File: src/rtl/nsr_regs_pkg.sv
// constants for the converter feature configuration registers
package requantizer_regs_pkg;
  localparam logic [7:0] ADDR_PATTERN_LOW  = 8'h1f;
  localparam logic [7:0] ADDR_PATTERN_HIGH = 8'h20;
  localparam logic [7:0] ADDR_REQ_CONTROL  = 8'h3c;
  localparam logic [7:0] ADDR_REQ_TUNING   = 8'h3e;
  localparam logic [7:0] RESET_PATTERN     = 8'h00;
  localparam logic [7:0] RESET_CONTROL     = 8'h00;
  localparam logic [5:0] RESET_TUNING      = 6'h1c;
  localparam int         ON_BIT            = 0;
  localparam int         MODE_LSB          = 1;
  localparam int         MODE_MSB          = 3;
  localparam int         TUNE_MSB          = 5;
  localparam logic [2:0] MODE_22_CODE      = 3'h0;
  localparam logic [2:0] MODE_33_CODE      = 3'h1;
  localparam logic [6:0] TUNE_COUNT_22     = 7'h39;
  localparam logic [6:0] TUNE_COUNT_33     = 7'h22;
  localparam logic [7:0] HALF_PCT_STEP     = 8'h05;
endpackage

File: src/rtl/band_edge_calc.sv
// band position decode: tuning word to offset in tenths of a percent
`timescale 1ns/1ps
`default_nettype none
module band_edge_calc
  import requantizer_regs_pkg::*;
(
  input  wire logic [5:0] tune_i,       // tuning word
  input  wire logic [1:0] bw_i,         // 01 = 22 %, 10 = 33 %, 00 = reserved
  output logic      [9:0] offset_o,     // band start, 0.1 % units
  output logic            tune_ok_o     // word within legal count
);
  always_comb begin
    offset_o  = 10'(tune_i) * 10'(HALF_PCT_STEP);
    tune_ok_o = bw_i[0] ? (7'(tune_i) < TUNE_COUNT_22) :
                bw_i[1] ? (7'(tune_i) < TUNE_COUNT_33) : 1'b0;
  end
endmodule
`default_nettype wire

File: src/rtl/noise_shaper_config_regs.sv
// register bank for test pattern four and the requantizer controls
`timescale 1ns/1ps
`default_nettype none
module noise_shaper_config_regs
  import requantizer_regs_pkg::*;
(
  input  wire logic        clk_i,         // serial port clock domain
  input  wire logic        rst_b_i,       // async reset, active low
  input  wire logic        wr_en_i,       // register write strobe
  input  wire logic        rd_en_i,       // register read strobe
  input  wire logic [7:0]  addr_i,        // register address
  input  wire logic [7:0]  wdata_i,       // write data
  output logic      [7:0]  rdata_o,       // registered read data
  output logic      [15:0] pattern_o,     // test pattern four
  output logic             req_on_o,      // requantizer engaged
  output logic             bw_22_o,       // 22 percent mode active
  output logic             bw_33_o,       // 33 percent mode active
  output logic      [5:0]  band_pos_o,    // tuning word
  output logic      [9:0]  band_offset_o, // band start, 0.1 percent units
  output logic             tune_ok_o      // tuning word legal for mode
);
  // ****************************************
  // state
  // ****************************************
  typedef struct packed {
    logic [7:0] pat_lo;
    logic [7:0] pat_hi;
    logic       on;
    logic [2:0] bw_sel;
    logic [5:0] band;
    logic [7:0] rdata;
  } regs_s;

  regs_s      st_r;
  regs_s      st_nxt;
  logic [1:0] bw_vec;

  // ****************************************
  // address map
  // ****************************************
  // true for the four mapped offsets; every other address reads zero and drops writes
  function automatic logic reg_mapped(input logic [7:0] a);
    reg_mapped = (a == ADDR_PATTERN_LOW) || (a == ADDR_PATTERN_HIGH) ||
                 (a == ADDR_REQ_CONTROL) || (a == ADDR_REQ_TUNING);
  endfunction

  // ****************************************
  // write and read decode
  // ****************************************
  always_comb begin
    st_nxt = st_r;
    if (wr_en_i) begin
      case (addr_i)
        ADDR_PATTERN_LOW:  st_nxt.pat_lo = wdata_i;
        ADDR_PATTERN_HIGH: st_nxt.pat_hi = wdata_i;
        ADDR_REQ_CONTROL: begin
          st_nxt.on     = wdata_i[ON_BIT];
          st_nxt.bw_sel = wdata_i[MODE_MSB:MODE_LSB];
        end
        ADDR_REQ_TUNING:   st_nxt.band = wdata_i[TUNE_MSB:0];
        default: ;
      endcase
    end
    if (rd_en_i) begin
      case (addr_i)
        ADDR_PATTERN_LOW:  st_nxt.rdata = st_r.pat_lo;
        ADDR_PATTERN_HIGH: st_nxt.rdata = st_r.pat_hi;
        ADDR_REQ_CONTROL:  st_nxt.rdata = {4'h0, st_r.bw_sel, st_r.on};
        ADDR_REQ_TUNING:   st_nxt.rdata = {2'h0, st_r.band};
        default:           st_nxt.rdata = 8'h00;
      endcase
    end
  end

  always_ff @(posedge clk_i or negedge rst_b_i) begin
    if (!rst_b_i) begin
      st_r.pat_lo <= RESET_PATTERN;
      st_r.pat_hi <= RESET_PATTERN;
      st_r.on     <= RESET_CONTROL[ON_BIT];
      st_r.bw_sel <= RESET_CONTROL[MODE_MSB:MODE_LSB];
      st_r.band   <= RESET_TUNING;
      st_r.rdata  <= 8'h00;
    end else begin
      st_r <= st_nxt;
    end
  end

  // ****************************************
  // requantizer steering
  // ****************************************
  // a reserved mode code leaves the requantizer bypassed rather than guessing a band
  assign bw_vec[0] = (st_r.bw_sel == MODE_22_CODE);
  assign bw_vec[1] = (st_r.bw_sel == MODE_33_CODE);

  assign rdata_o    = st_r.rdata;
  assign pattern_o  = {st_r.pat_hi, st_r.pat_lo};
  assign req_on_o   = st_r.on & (bw_vec != 2'h0);
  assign bw_22_o    = bw_vec[0];
  assign bw_33_o    = bw_vec[1];
  assign band_pos_o = st_r.band;

  // legality only flagged; host must obey the word counts itself
  band_edge_calc u_edge (
    .tune_i    (st_r.band),
    .bw_i      (bw_vec),
    .offset_o  (band_offset_o),
    .tune_ok_o (tune_ok_o)
  );

  // ****************************************
  // checks
  // ****************************************
  a_pattern_write: assert property (@(posedge clk_i) disable iff (!rst_b_i)
    wr_en_i && addr_i == ADDR_PATTERN_HIGH |=> pattern_o[15:8] == $past(wdata_i))
    else $error("pattern high byte not stored");
  a_control_read: assert property (@(posedge clk_i) disable iff (!rst_b_i)
    rd_en_i && addr_i == ADDR_REQ_CONTROL |=> rdata_o[7:4] == 4'h0)
    else $error("reserved control bits read nonzero");
  a_tuning_read: assert property (@(posedge clk_i) disable iff (!rst_b_i)
    rd_en_i && !wr_en_i && addr_i == ADDR_REQ_TUNING |=> rdata_o == {2'h0, band_pos_o})
    else $error("tuning readback wrong");
  a_mode_22: assert property (@(posedge clk_i) disable iff (!rst_b_i)
    wr_en_i && addr_i == ADDR_REQ_CONTROL && wdata_i[3:1] == 3'h0 |=> bw_22_o && !bw_33_o)
    else $error("22 percent mode not selected");
  a_mode_33: assert property (@(posedge clk_i) disable iff (!rst_b_i)
    wr_en_i && addr_i == ADDR_REQ_CONTROL && wdata_i[3:1] == 3'h1 |=> bw_33_o && !bw_22_o)
    else $error("33 percent mode not selected");
  a_enable_bit: assert property (@(posedge clk_i) disable iff (!rst_b_i)
    wr_en_i && addr_i == ADDR_REQ_CONTROL && wdata_i[3:0] == 4'h1 |=> req_on_o)
    else $error("requantizer not enabled");
  a_reserved_off: assert property (@(posedge clk_i) disable iff (!rst_b_i)
    wr_en_i && addr_i == ADDR_REQ_CONTROL && wdata_i[3:2] != 2'h0 |=> !req_on_o)
    else $error("reserved mode engaged requantizer");
  a_step_size: assert property (@(posedge clk_i) disable iff (!rst_b_i)
    band_pos_o != 6'h00 && band_pos_o == $past(band_pos_o) + 6'h01
      |-> band_offset_o == $past(band_offset_o) + 10'h005)
    else $error("band step not half percent");

  // ****************************************
  // checks: storage and hold
  // ****************************************
  a_pattern_low: assert property (@(posedge clk_i) disable iff (!rst_b_i)
    wr_en_i && addr_i == ADDR_PATTERN_LOW |=> pattern_o[7:0] == $past(wdata_i))
    else $error("pattern low byte not stored");
  a_pattern_hold: assert property (@(posedge clk_i) disable iff (!rst_b_i)
    !(wr_en_i && (addr_i == ADDR_PATTERN_LOW || addr_i == ADDR_PATTERN_HIGH)) |=> $stable(pattern_o))
    else $error("pattern changed without a write");
  // first edge after release still shows the reset contents
  a_reset_values: assert property (@(posedge clk_i) disable iff (!rst_b_i)
    $rose(rst_b_i) |-> pattern_o == 16'h0000 && !req_on_o && bw_22_o
      && band_pos_o == RESET_TUNING && rdata_o == 8'h00)
    else $error("register contents wrong after reset");
  a_enable_clear: assert property (@(posedge clk_i) disable iff (!rst_b_i)
    wr_en_i && addr_i == ADDR_REQ_CONTROL && !wdata_i[0] |=> !req_on_o)
    else $error("requantizer left on after clear");
  a_enable_follows: assert property (@(posedge clk_i) disable iff (!rst_b_i)
    wr_en_i && addr_i == ADDR_REQ_CONTROL && wdata_i[3:1] == 3'h1 |=> req_on_o == $past(wdata_i[0]))
    else $error("enable bit not followed in 33 percent mode");
  a_control_hold: assert property (@(posedge clk_i) disable iff (!rst_b_i)
    !(wr_en_i && addr_i == ADDR_REQ_CONTROL) |=> $stable({req_on_o, bw_22_o, bw_33_o}))
    else $error("requantizer controls changed without a write");
  a_mode_exclusive: assert property (@(posedge clk_i) disable iff (!rst_b_i)
    !(bw_22_o && bw_33_o))
    else $error("both bandwidth modes active");
  a_on_needs_mode: assert property (@(posedge clk_i) disable iff (!rst_b_i)
    req_on_o |-> bw_22_o || bw_33_o)
    else $error("requantizer on in reserved mode");
  a_tuning_write: assert property (@(posedge clk_i) disable iff (!rst_b_i)
    wr_en_i && addr_i == ADDR_REQ_TUNING |=> band_pos_o == $past(wdata_i[5:0]))
    else $error("tuning word not stored");
  a_tuning_hold: assert property (@(posedge clk_i) disable iff (!rst_b_i)
    !(wr_en_i && addr_i == ADDR_REQ_TUNING) |=> $stable(band_pos_o))
    else $error("tuning word changed without a write");

  // ****************************************
  // checks: readback and reserved space
  // ****************************************
  a_pattern_low_read: assert property (@(posedge clk_i) disable iff (!rst_b_i)
    rd_en_i && addr_i == ADDR_PATTERN_LOW |=> rdata_o == $past(pattern_o[7:0]))
    else $error("pattern low readback wrong");
  a_pattern_high_read: assert property (@(posedge clk_i) disable iff (!rst_b_i)
    rd_en_i && addr_i == ADDR_PATTERN_HIGH |=> rdata_o == $past(pattern_o[15:8]))
    else $error("pattern high readback wrong");
  a_tuning_reserved: assert property (@(posedge clk_i) disable iff (!rst_b_i)
    rd_en_i && addr_i == ADDR_REQ_TUNING |=> rdata_o[7:6] == 2'h0)
    else $error("reserved tuning bits read nonzero");
  a_unmapped_read: assert property (@(posedge clk_i) disable iff (!rst_b_i)
    rd_en_i && !reg_mapped(addr_i) |=> rdata_o == 8'h00)
    else $error("unmapped address read nonzero");
  a_unmapped_write: assert property (@(posedge clk_i) disable iff (!rst_b_i)
    wr_en_i && !reg_mapped(addr_i)
      |=> $stable(pattern_o) && $stable(band_pos_o) && $stable({req_on_o, bw_22_o, bw_33_o}))
    else $error("unmapped write changed a register");
  a_rdata_hold: assert property (@(posedge clk_i) disable iff (!rst_b_i)
    !rd_en_i |=> $stable(rdata_o))
    else $error("read data changed without a read");

  // ****************************************
  // checks: tuning legality and offset
  // ****************************************
  // the flag only reports; a host that ignores it still gets its word stored
  a_legal_22: assert property (@(posedge clk_i) disable iff (!rst_b_i)
    bw_22_o |-> tune_ok_o == (band_pos_o <= 6'h38))
    else $error("legality flag wrong in 22 percent mode");
  a_legal_33: assert property (@(posedge clk_i) disable iff (!rst_b_i)
    bw_33_o |-> tune_ok_o == (band_pos_o <= 6'h21))
    else $error("legality flag wrong in 33 percent mode");
  a_legal_reserved: assert property (@(posedge clk_i) disable iff (!rst_b_i)
    !bw_22_o && !bw_33_o |-> !tune_ok_o)
    else $error("legality flag set in reserved mode");
  a_offset_zero: assert property (@(posedge clk_i) disable iff (!rst_b_i)
    band_pos_o == 6'h00 |-> band_offset_o == 10'h000)
    else $error("band offset not zero for word zero");
endmodule
`default_nettype wire

File: config.mk
export PLATFORM = sky130hd
export DESIGN_NAME = noise_shaper_config_regs
export DESIGN_NICKNAME = d
export VERILOG_FILES = /design/src/rtl/nsr_regs_pkg.sv /design/src/rtl/band_edge_calc.sv /design/src/rtl/noise_shaper_config_regs.sv
export SDC_FILE = /design/constraint.sdc
export NUM_CORES = 1
export LEC_CHECK = 0
export BUFFER_PORTS_ARGS = -buffer_cell sky130_fd_sc_hd__buf_2
export CAP_MARGIN = 5
export CORE_AREA = 10 10 82 84
export CTS_BUF_LIST = sky130_fd_sc_hd__clkbuf_4 sky130_fd_sc_hd__clkbuf_8
export DETAILED_ROUTE_END_ITERATION = 8
export DIE_AREA = 0 0 92 94
export GPL_TIMING_DRIVEN = 0
export SLEW_MARGIN = 15
export SYNTH_ARGS = -nofsm -noshare
export SYNTH_HDL_FRONTEND = slang
export SYNTH_SLANG_ARGS = --single-unit
File: constraint.sdc
create_clock -name clk_i -period 3 [get_ports clk_i]
set_input_delay 0.75 -clock clk_i [delete_from_list [all_inputs] [get_ports clk_i]]
set_output_delay 0.75 -clock clk_i [all_outputs]
set_load 0.01 [all_outputs]
==> impl_metrics.py <==
metrics = {
    "outcome": {
        "status": "complete, no violations",
    },
    "worst_setup_path": {
        "critPathKind": "register to output port",
        "reg2reg_depth": 5,
        "reg2reg_slack_ns": 1.70,
        "r2r_end": "rdata_o[2]$_DFFE_PN0P_",
        "critical_path_arrival_ns": 2.16,
        "critPathCaptureType": "output port",
        "path_max_fanout": 7,
        "worstSetupStartpoint": "band_pos_o[4]$_DFFE_PN1P_",
        "cp-start-kind": "register",
        "crit_required_ns": 2.25,
        "r2r-start": "band_pos_o[2]$_DFFE_PN1P_",
    },
    "sta": {
        "layout_min_cycle_time_ns": 2.91,
        "max_slew_margin": 0.495,
        "finalHoldViolations": 0,
        "setup_ws_ns": 0.0931,
        "rsz0062_at_grt": "no",
        "max_freq_ghz": 0.344,
        "fin_crit_sh": 0.969,
        "slew_viol_final": 0,
        "fin_tns_setup_ns": 0,
        "fin_skew_ns": 0.00701,
        "worstMarginPinSlew_ns": 0.757,
        "setup_viol": 0,
    },
    "global_routing": {
        "grtUsageTotal": 0.112,
        "grt_pass1_wl_mm": 7.78,
        "grt_pass1_vias": 1540,
        "grt_overflow_total": 0,
        "antenna_found_initial": 0,
        "grt_max_degree": 35,
    },
    "synth": {
        "syn-instance-count": 177,
        "syn-mean-instance-area_um2": 11.3,
        "ys_warn_count": 0,
        "synth-edff-count": 0,
        "ys_top_cells_by_area": "dfrtp_1, mux2_2, buf_4",
        "async_reset_ff_frac": 1.00,
        "yosysTopAreaCellShare": 0.387,
        "seq_area_frac_synth": 0.426,
        "synth_common_cells": "buf_4, dfrtp_1, mux2_2, nor2_1",
        "synth.distinct_cells": 35,
        "syn_area_um2": 2000,
        "synth_nets": 206,
        "synth.most_common_cell": "buf_4",
        "synth_top_flop_cell": "dfrtp_1",
        "synth-seq-cells": 34,
        "yosys.area.top_type": "dfrtp_1",
    },
    "drt": {
        "vias_per_cell": 4.72,
        "ant_nets": 0,
        "drt-total-wl_mm": 4.89,
        "dr.pass1.iters": 4,
        "num_vias": 1507,
        "drt_iter0_markers": 61,
        "wire_per_inst_um": 15.3,
        "drc_errors": 0,
    },
    "place": {
        "post-dp-hpwl_mm": 3.82,
        "gp_congestion": 0.786,
        "dpl_cell_area_um2": 2400,
        "portBuffers": 61,
        "numPlacedInstances": 308,
        "dp_slack_ns": 0.262,
    },
    "floorplan": {
        "initial_core_util": 0.395,
        "fp.dieW_um": 92,
        "ios": 64,
        "core_um2": 5070,
        "rows": 26,
        "dieArea_um2": 8650,
        "die_y_um": 94,
    },
    "hold_path": {
        "worst_hold_path.endpoint": "rdata_o[3]$_DFFE_PN0P_",
        "min_path_cells": 2,
        "worstHoldStart": "rdata_o[3]$_DFFE_PN0P_",
        "min_path_type": "register to register",
    },
    "final_layout": {
        "stdcell_count": 319,
        "final_area_um2": 2520,
        "areaGrowthSynthToFinish_pct": 25.7,
        "diodes": 0,
        "nets": 277,
        "drive_gt1_frac": 0.570,
        "multiInputGateArea_um2": 881,
        "layout.area.seq_um2": 855,
        "fill_cells": 503,
        "utilization": 0.496,
    },
    "clocking": {
        "numCtsBuffers": 5,
        "cts_num_sinks": 34,
        "cts.clk_slew.worst_paths_ns": 0.06,
        "cts_tree": "yes",
        "root_buffer": "clkbuf_8",
        "clock_path_buffers": 2,
        "h-tree-depth": 2,
        "cts_hold_buf": 0,
        "clock_latency_ns": 0.28,
    },
    "pwr": {
        "vdd_drop_max_mv": 0.222,
        "p_per_area_nw_per_um2": 402,
        "p_leak_uw": 0.00140,
    },
    "run": {
        "cap_viol_max_count": 0,
    },
}
layer usage:
metal  share of wire  track usage
met5               0            0
met4           0.012       0.0308
met3           0.067       0.0408
met2            0.46        0.179
met1            0.46        0.138
flip-flops by register name, indices dropped and copies added, names as in the netlist:
| register | cells |
|---|---|
| band_pos_o | 6 |
| pattern_o | 16 |
| rdata_o | 8 |
| st_r | 4 |
worst max path at each step:
stage / endpoint / depth (start not counted)
6_report: band_offset_o[8] / 7
5_1_grt: band_offset_o[8] / 7
4_1_cts: band_offset_o[8] / 7
3_5_place_dp: band_offset_o[7] / 9
3_3_place_gp: band_offset_o[7] / 9
2_1_floorplan: band_offset_o[7] / 8
logic make-up (layout without fill, tap and decap cells):
family                     after synthesis  after routing  synth area share
xor gates and xnor gates                 3              3            0.0131
adders and majority gates                9              9            0.0599
and+or+nand+nor                         31             31            0.0961
muxes                                   30             30             0.166
AOI/OAI and AO/OA                       27             27            0.0961
buffers and inverters                   42            114             0.140
other                                    1              1           0.00187
DFF                                     34             34             0.426
cell type report:
cell class	instances	area share
buffer	37	0.104
clock buffer	6	0.0303
clock inverter	2	0.00397
inverter	5	0.00745
multi-input combinational	101	0.350
sequential	34	0.339
tap	70	0.0348
timing repair buffer	64	0.130
repair_timing:
| item | 4_1_cts | 5_1_grt |
|---|---|---|
| pin swaps | 0 | 2 |
| gates resized for setup | 0 | 5 |
| endpoints found under the setup margin | 1 | 3 |
| endpoints found under the hold margin | 0 | 0 |
| setup buffers | 1 | 2 |
power by group:
part	leakage (µW)	internal (µW)	switching, µW
sequential	0.000448	484	21.9
clock	0.0000484	170	157
combinational	0.000900	92.7	87.6
worst max-delay path: stages (launching register included):
cell and delay, ns:
dfstp_2 0.60, ha_1 0.26, ha_1 0.31, a21o_1 0.19, a21oi_2 0.16, nor2b_1 0.07
o21a_1 0.16, buf_2 0.13
cells in the final DEF (no fill, tap or decap), drive strengths merged:
cell type	n
a21o	2
nor3	2
fa	1
xnor2	3
or3	1
nand2b	1
or4	1
nor2b	3
o41ai	1
inv	5
mux2i	4
dfstp	3
a22o	3
buf	99
and2	2
dfrtp	31
mux2	26
a32oi	2
a22oi	4
and3b	1
nor4	1
clkinv	2
nand4	5
o21a	1
nand3	1
nor2	9
ha	8
clkbuf	8
nand4b	1
o2bb2ai	4
a21oi	8
conb	1
nand2	3
a31oi	2
metrics by stage:
| step | hold WS, ns | total power (µW) |
|---|---|---|
| after global placement | 0.503 | 693 |
| after floorplan | 0.454 | 616 |
| after CTS | 0.527 | 1030 |
| after global routing | 0.546 | 1070 |
| after detailed placement | 0.512 | 696 |
| final | 0.528 | 1010 |
(Power assumes the default switching activity.)
